### src/common/csf_pkg.sv
// What this block does
// - bank bits pick direct bank: 00 bank0, 01 bank1, 10 bank2, 11 bank3
// - every bank spans 128 bytes of data address space
// - expiry flag goes 1 at power-up, watchdog clear and sleep
// - expiry flag goes 0 on watchdog timeout
// - zero flag follows whether the result of add, subtract, and, or, xor is zero
// - nibble flag is carry out of bit 3 for add and subtract
// - carry flag is carry out of bit 7 for add and subtract
// - subtract adds two's complement; carries then mean not-borrow
// - rotates load carry with the bit shifted out
// - power-on: low bank bit 0, expiry and power-down 1, read-only
// - status answers at data addresses 03h and 83h
// - reset cause flags tell power-on and brown-out apart; pin and watchdog resets leave them alone
// - brown-out flag 0 at power-on, software sets, brown-out clears
// - brown-out flag is don't-care when detection is disabled
// - flag-updating instruction into status blocks data write to three flags
// - software writes never change expiry or power-down flags
package csf_pkg;
    localparam int DIR_W = 7;
    localparam int ADDR_W = 9;
    localparam int BANK_BYTES = 128;
    localparam logic [8:0] STATUS_ADDR_LO = 9'h003;
    localparam logic [8:0] STATUS_ADDR_HI = 9'h083;
    localparam logic [8:0] CAUSE_ADDR = 9'h08E;
    localparam int BIT_INDIRECT = 7;
    localparam int BIT_BANK_HIGH = 6;
    localparam int BIT_BANK_LOW = 5;
    localparam int BIT_EXPIRY = 4;
    localparam int BIT_POWER_DOWN = 3;
    localparam int BIT_Z = 2;
    localparam int BIT_NIBBLE = 1;
    localparam int BIT_C = 0;
    localparam int CAUSE_POR_BIT = 1;
    localparam int CAUSE_BOR_BIT = 0;
    localparam logic [2:0] BANK_RST = 3'h0;
    localparam logic [2:0] FLAGS_RST = 3'h0;
    localparam logic EXPIRY_RST = 1'b1;
    localparam logic POWER_DOWN_RST = 1'b1;
    localparam logic POR_FLAG_RST = 1'b0;
    localparam logic BOR_FLAG_RST = 1'b0;
    localparam logic [7:0] READ_MISS = 8'h00;
    typedef enum logic [2:0] {
        OP_NONE,
        OP_ADD,
        OP_SUB,
        OP_AND,
        OP_OR,
        OP_XOR,
        OP_ROTL,
        OP_ROTR
    } csf_alu_op_t;
endpackage

### src/core/csf_flag_calc.sv
`timescale 1ns/1ps
`default_nettype none
module csf_flag_calc (
    // operation and operands
    input wire csf_pkg::csf_alu_op_t i_op,
    input wire logic [7:0] i_a,
    input wire logic [7:0] i_b,
    input wire logic i_carry,
    // result and flags
    output logic [7:0] o_result,
    output logic o_zero,
    output logic o_nibble,
    output logic o_carry,
    output logic o_upd_zero,
    output logic o_upd_carry
);
    logic [7:0] addend;
    logic add_cin;
    logic [8:0] sum;
    logic [4:0] nib;

    // subtract is a + ~b + 1, so both carries come out as not-borrow
    always_comb begin
        addend = (i_op == csf_pkg::OP_SUB) ? ~i_b : i_b;
        add_cin = (i_op == csf_pkg::OP_SUB);
        sum = {1'b0, i_a} + {1'b0, addend} + {8'h00, add_cin};
        nib = {1'b0, i_a[3:0]} + {1'b0, addend[3:0]} + {4'h0, add_cin};
    end

    // result and flag selection per operation
    always_comb begin
        o_result = i_a;
        o_nibble = 1'b0;
        o_carry = i_carry;
        o_upd_zero = 1'b0;
        o_upd_carry = 1'b0;
        case (i_op)
            csf_pkg::OP_ADD, csf_pkg::OP_SUB: begin
                o_result = sum[7:0];
                o_nibble = nib[4];
                o_carry = sum[8];
                o_upd_zero = 1'b1;
                o_upd_carry = 1'b1;
            end
            csf_pkg::OP_AND: begin
                o_result = i_a & i_b;
                o_upd_zero = 1'b1;
            end
            csf_pkg::OP_OR: begin
                o_result = i_a | i_b;
                o_upd_zero = 1'b1;
            end
            csf_pkg::OP_XOR: begin
                o_result = i_a ^ i_b;
                o_upd_zero = 1'b1;
            end
            csf_pkg::OP_ROTL: begin
                o_result = {i_a[6:0], i_carry};
                o_carry = i_a[7];
                o_upd_carry = 1'b1;
            end
            csf_pkg::OP_ROTR: begin
                o_result = {i_carry, i_a[7:1]};
                o_carry = i_a[0];
                o_upd_carry = 1'b1;
            end
            default: begin
                o_result = i_a;
            end
        endcase
        o_zero = (o_result == 8'h00);
    end
endmodule
`default_nettype wire

### src/core/csf_reset_cause.sv
`timescale 1ns/1ps
`default_nettype none
module csf_reset_cause (
    // clock and power-on reset
    input wire logic i_clock,
    input wire logic i_rst_n,
    // software write
    input wire logic i_wr,
    input wire logic [7:0] i_wr_data,
    // brown-out events
    input wire logic i_bor_reset,
    input wire logic i_bor_enable,
    // register contents
    output logic [7:0] o_cause
);
    logic por_flag;
    logic bor_flag;

    // power-on clears this; software sets it to spot the next power-on
    always_ff @(posedge i_clock or negedge i_rst_n) begin
        if (!i_rst_n) begin
            por_flag <= csf_pkg::POR_FLAG_RST;
        end else if (i_wr) begin
            por_flag <= i_wr_data[csf_pkg::CAUSE_POR_BIT];
        end
    end

    // brown-out clear beats a write in the same cycle, so the event is kept
    // when detection is off the flag is simply held and carries no meaning
    always_ff @(posedge i_clock or negedge i_rst_n) begin
        if (!i_rst_n) begin
            bor_flag <= csf_pkg::BOR_FLAG_RST;
        end else if (i_bor_reset && i_bor_enable) begin
            bor_flag <= 1'b0;
        end else if (i_wr) begin
            bor_flag <= i_wr_data[csf_pkg::CAUSE_BOR_BIT];
        end
    end

    // unused bits read as zero
    always_comb begin
        o_cause = 8'h00;
        o_cause[csf_pkg::CAUSE_POR_BIT] = por_flag;
        o_cause[csf_pkg::CAUSE_BOR_BIT] = bor_flag;
    end
endmodule
`default_nettype wire

### src/core/csf_status_core.sv
`timescale 1ns/1ps
`default_nettype none
module csf_status_core (
    // clock and power-on reset
    input wire logic i_clock,
    input wire logic i_rst_n,
    // other resets, one-cycle pulses from the reset controller
    input wire logic i_ext_reset,
    input wire logic i_watchdog_reset,
    input wire logic i_bor_reset,
    input wire logic i_bor_enable,
    // core events
    input wire logic i_watchdog_clear_instr,
    input wire logic i_sleep_instr,
    input wire logic i_watchdog_timeout,
    // internal data bus
    input wire logic [6:0] i_dir_addr,
    input wire logic i_rd_en,
    input wire logic i_wr_en,
    input wire logic [7:0] i_wr_data,
    // arithmetic unit request
    input wire csf_pkg::csf_alu_op_t i_alu_op,
    input wire logic [7:0] i_alu_a,
    input wire logic [7:0] i_alu_b,
    // bus answers and state
    output logic [8:0] o_data_addr,
    output logic [7:0] o_rd_data,
    output logic o_rd_hit,
    output logic [7:0] o_alu_result,
    output logic [7:0] o_status,
    output logic [7:0] o_reset_cause
);
    logic indirect_bank_bit;
    logic bank_sel_high;
    logic bank_sel_low;
    logic watchdog_expiry_flag;
    logic power_down_flag;
    logic zero_flag;
    logic nibble_overflow_flag;
    logic carry_flag;
    logic status_hit;
    logic cause_hit;
    logic status_wr;
    logic [7:0] calc_result;
    logic calc_zero;
    logic calc_nibble;
    logic calc_carry;
    logic upd_zero;
    logic upd_carry;
    logic flag_instr;

    // direct address: bank bits on top of the 7-bit offset, 128 bytes per bank
    assign o_data_addr = {bank_sel_high, bank_sel_low, i_dir_addr};

    // status is mirrored in banks 0 and 1 so it is reachable from either without switching
    assign status_hit = (o_data_addr == csf_pkg::STATUS_ADDR_LO) ||
                        (o_data_addr == csf_pkg::STATUS_ADDR_HI);
    assign cause_hit = (o_data_addr == csf_pkg::CAUSE_ADDR);
    assign status_wr = i_wr_en && status_hit;
    assign flag_instr = upd_zero || upd_carry;

    // arithmetic flag computation
    csf_flag_calc u_calc (
        .i_op(i_alu_op),
        .i_a(i_alu_a),
        .i_b(i_alu_b),
        .i_carry(carry_flag),
        .o_result(calc_result),
        .o_zero(calc_zero),
        .o_nibble(calc_nibble),
        .o_carry(calc_carry),
        .o_upd_zero(upd_zero),
        .o_upd_carry(upd_carry)
    );

    // reset cause register
    csf_reset_cause u_cause (
        .i_clock(i_clock),
        .i_rst_n(i_rst_n),
        .i_wr(i_wr_en && cause_hit),
        .i_wr_data(i_wr_data),
        .i_bor_reset(i_bor_reset),
        .i_bor_enable(i_bor_enable),
        .o_cause(o_reset_cause)
    );

    // bank bits are plain storage; the reserved ones are kept clear by software
    // other resets leave them alone
    always_ff @(posedge i_clock or negedge i_rst_n) begin
        if (!i_rst_n) begin
            {indirect_bank_bit, bank_sel_high, bank_sel_low} <= csf_pkg::BANK_RST;
        end else if (status_wr) begin
            indirect_bank_bit <= i_wr_data[csf_pkg::BIT_INDIRECT];
            bank_sel_high <= i_wr_data[csf_pkg::BIT_BANK_HIGH];
            bank_sel_low <= i_wr_data[csf_pkg::BIT_BANK_LOW];
        end
    end

    // expiry flag: a timeout wins over a clear so it is never lost
    always_ff @(posedge i_clock or negedge i_rst_n) begin
        if (!i_rst_n) begin
            watchdog_expiry_flag <= csf_pkg::EXPIRY_RST;
        end else if (i_watchdog_timeout || i_watchdog_reset) begin
            watchdog_expiry_flag <= 1'b0;
        end else if (i_bor_reset || i_watchdog_clear_instr || i_sleep_instr) begin
            watchdog_expiry_flag <= 1'b1;
        end
    end

    // power-down flag; no bus write reaches either of these two flags
    always_ff @(posedge i_clock or negedge i_rst_n) begin
        if (!i_rst_n) begin
            power_down_flag <= csf_pkg::POWER_DOWN_RST;
        end else if (i_bor_reset) begin
            power_down_flag <= 1'b1;
        end else if (i_sleep_instr) begin
            power_down_flag <= 1'b0;
        end else if (i_watchdog_clear_instr) begin
            power_down_flag <= 1'b1;
        end
    end

    // arithmetic flags: when the instruction updates flags, the data write
    // to all three is dropped; result may then differ from what was written
    always_ff @(posedge i_clock or negedge i_rst_n) begin
        if (!i_rst_n) begin
            {zero_flag, nibble_overflow_flag, carry_flag} <= csf_pkg::FLAGS_RST;
        end else if (flag_instr) begin
            if (upd_zero) begin
                zero_flag <= calc_zero;
            end
            if (upd_carry) begin
                carry_flag <= calc_carry;
            end
            if (i_alu_op == csf_pkg::OP_ADD || i_alu_op == csf_pkg::OP_SUB) begin
                nibble_overflow_flag <= calc_nibble;
            end
        end else if (status_wr) begin
            zero_flag <= i_wr_data[csf_pkg::BIT_Z];
            nibble_overflow_flag <= i_wr_data[csf_pkg::BIT_NIBBLE];
            carry_flag <= i_wr_data[csf_pkg::BIT_C];
        end
    end

    // registered result so zero flag and result are seen together
    always_ff @(posedge i_clock or negedge i_rst_n) begin
        if (!i_rst_n) begin
            o_alu_result <= 8'h00;
        end else if (i_alu_op != csf_pkg::OP_NONE) begin
            o_alu_result <= calc_result;
        end
    end

    // read port answers one cycle after the request; misses read zero
    always_ff @(posedge i_clock or negedge i_rst_n) begin
        if (!i_rst_n) begin
            o_rd_data <= csf_pkg::READ_MISS;
            o_rd_hit <= 1'b0;
        end else begin
            o_rd_hit <= i_rd_en && (status_hit || cause_hit);
            if (i_rd_en && status_hit) begin
                o_rd_data <= o_status;
            end else if (i_rd_en && cause_hit) begin
                o_rd_data <= o_reset_cause;
            end else begin
                o_rd_data <= csf_pkg::READ_MISS;
            end
        end
    end

    // live status word
    assign o_status = {indirect_bank_bit, bank_sel_high, bank_sel_low, watchdog_expiry_flag,
                       power_down_flag, zero_flag, nibble_overflow_flag, carry_flag};
endmodule
`default_nettype wire

### config.mk
export PLATFORM = sky130hd
export DESIGN_NAME = csf_status_core
export DESIGN_NICKNAME = d
export VERILOG_FILES = /design/src/common/csf_pkg.sv /design/src/core/csf_flag_calc.sv /design/src/core/csf_reset_cause.sv /design/src/core/csf_status_core.sv
export SDC_FILE = /design/constraint.sdc
export NUM_CORES = 1
export LEC_CHECK = 0
export BUFFER_PORTS_ARGS = -buffer_cell sky130_fd_sc_hd__buf_2
export CAP_MARGIN = 30
export CORE_MARGIN = 2
export CORE_UTILIZATION = 57
export CTS_BUF_LIST = sky130_fd_sc_hd__clkbuf_2
export CTS_CLUSTER_SIZE = 12
export DETAILED_ROUTE_END_ITERATION = 16
export PLACE_DENSITY = 0.89
export SLEW_MARGIN = 5
export SYNTH_ARGS = -nofsm -noshare
export SYNTH_HDL_FRONTEND = slang
export SYNTH_SLANG_ARGS = --single-unit
### constraint.sdc
create_clock -name i_clock -period 3.2 [get_ports i_clock]
set_clock_uncertainty 0.2 [all_clocks]
set_input_delay 0.32 -clock i_clock [delete_from_list [all_inputs] [get_ports i_clock]]
set_output_delay 0.32 -clock i_clock [all_outputs]
set_load 0.005 [all_outputs]
==> results.tsv <==
metric	value	unit
Post-CTS Setup Inserts	0	
final wirelength	5840	um
run status	completed	
DRT Pass-1 Iters	6	
drt drc	0	
Worst Path Required	3.28	ns
Post-DRT Antenna Nets	0	
final worst path period share	0.818	
CTS tree	done	
Unique masters post-synth	65	
root cell of the clock tree	clkbuf_2	
critical path peak fanout	10	
layout cells sized above 1	0.307	
ys flop type	dfrtp_1	
CP delay by family, top	compound AO/OA/AOI/OAI gates	
relative slew slack	0.614	
antenna cells	0	
Synth area leaders	dfrtp_1 (25%), ha_1 (13%), buf_4 (7.7%), mux2i_1 (3.9%), inv_1 (3.4%)	
pwr dens	292	nW/um^2
most common library cells after synthesis	buf_4 (26), ha_1 (26), dfrtp_1 (25)	
Most common cell on crit path	xnor2_1	
Lkg Pwr	1.55	nW
starting density of the core	0.587	
number of synthesized flops with an enable pin	0	
Final Hold Fails	0	
drt via density	5.68	
Die X	70.7	um
vias in the first global route	2102	
Hold Path Class	primary input to register	
Largest regs	o_alu_result (8), o_rd_data (8)	
asr flop ratio synth	1.00	
first-pass GRT wire length	9630	um
final setup TNS	0	ns
Synth area leader	dfrtp_1	
gpl congestion	0.878	
CP cell instances	buf_2 > nor3b_2 > buf_12 > xnor2_1 > inv_1 > fa_1 > nor2b_1 > o22ai_2 > xnor2_1 > a221oi_1 > nand4_1 > o31ai_1	
Crit-path slowest cell	fa_1	
core area	4320	sq um
Syn Std Cell Area	2540	sq um
hold_buf cts	11	
average wire per standard cell	14.7	um
HPWL Detailed	4500	um
Total GRT Usage	0.234	
max-cap viol count	0	
RSZ-0062 raised after global routing	false	
fin. max-slew vios	0	
PnR Total Power	0.000860	W
cells after synthesis	277	
DIE AREA	5000	sq um
CP Class	primary input to register	
design area	2950	sq um
crit path DAT	2.70	ns
crit path time final	2.62	ns
initial DRC count	92	
delay of the slowest critical-path stage	0.43	ns
register area share after synthesis	0.267	
GRT overflow	0	
Startpoint Class	primary input	
P&R area growth vs syn	16.2	%
slew at the pin closest to its max-slew limit	0.575	ns
synth warn	0	
Vias	2253	
Ports	87	
Worst-path clk slew	0.24	ns
pin count of the biggest net entering global routing	29	
die extent in y	70.7	um
Crit. End Element	register	
antenna violations before repair	0	
WP buf/inv	3	
clock sink count	27	
Synth Register Bits	27	
cts bufs inserted	3	
clk buf depth	2	
nets	418	
Rows	24	
I/O Buffers	77	
Layout fillers	339	
CTS H-tree lvls	1	
Post-Syn Area per Cell	9.16	sq um
Placed Area	2810	sq um
Achievable Freq	382	MHz
post_cts resized	0	
Clock Latency Late Sink	0.34	ns
endpoints failing setup	0	
post-synth top area share	0.247	
Max IR drop VDD	0.000117	V
[cells in the final DEF, fill, tap and decap left out, drive strengths merged, types with 3 or more instances in the layout]
master,n
and2,6
o22ai,5
a21oi,10
buf,81
a22oi,3
dlygate4sd3,12
o21ai,10
nor4,3
clkbuf,3
o31ai,4
mux2i,10
ha,26
nand2,18
inv,23
nor2,15
conb,7
nor2b,6
dfrtp,25
nor3,5
o211ai,3
xnor2,8
a22o,6
a21o,3
mux2,4
[worst reg2reg max path, cell delays in order, from the launching register on]
cell	delay [ns]
dfrtp_1	0.46
or4_4	0.48
or4_4	0.53
mux2i_1	0.18
a21oi_1	0.05
dlygate4sd3_1	0.55
[area by class of cell]
cell class                 instances  area [sq um]  area share
sequential                        27           678       0.230
clock buffer                       3          15.0     0.00509
inverter                          23          86.3      0.0293
tap                               52          65.1      0.0221
timing repair buffer              93           548       0.186
multi-input combinational        198          1550       0.526
clock inverter                     1          5.00     0.00170
[routing by layer]
layer / track usage / wire [um] / up-vias
met2: 0.433 / 3050 / 85
met4: 0.0440 / 53 / 0
met5: 0 / 0 / -
met1: 0.299 / 2400 / 1067
met3: 0.0199 / 335 / 7
li1: - / - / 1094
[power by group]
group | leakage (nW) | switching [W] | internal, W
Combinational | 1.19 | 0.000184 | 0.000162
Clock | 0.0164 | 0.0000950 | 0.0000283
Sequential | 0.347 | 0.0000204 | 0.000370
[path summary, 6_finish.rpt]
| kind | start | endpoint | slack, ns | depth (start not counted) |
|---|---|---|---|---|
| worst max register to register | bank_sel_high | u_cause.bor_flag | 0.68 | 5 |
| worst min register to register | o_alu_result[1] | o_alu_result[1] | 0.33 | 2 |
| max in group asynchronous | i_rst_n | watchdog_expiry_flag | 2.15 | 2 |
| min in group asynchronous | i_rst_n | o_rd_data[1] | 0.26 | 2 |
| worst max-delay path | i_alu_op[0] | zero_flag | 0.58 | 12 |
| worst min-delay path | i_rd_en | o_rd_hit | 0.007 | 3 |
[metrics by stage]
step / hold WS (ns) / setup WS [ns] / instances / utilization
floorplan: -0.176 / 0.630 / 283 / -
global placement: 0.150 / 0.267 / 381 / 0.650
detailed placement: 0.152 / 0.218 / 381 / 0.650
CTS: 0.00716 / 0.588 / 396 / 0.680
global route: 0.0163 / 0.358 / 397 / 0.682
finish: 0.00715 / 0.581 / 397 / 0.682
[kinds of logic (layout without fill, tap and decap cells)]
kind of cell,after synthesis,after routing,synth area share
flops,27,27,0.267
simple gates,71,71,0.158
xor+xnor,10,10,0.0345
compound gates,66,66,0.192
fa+ha+maj,28,28,0.140
other cells,1,7,0.00148
mux,16,16,0.0764
buf+inv,58,120,0.130
(Power assumes the default switching activity.)
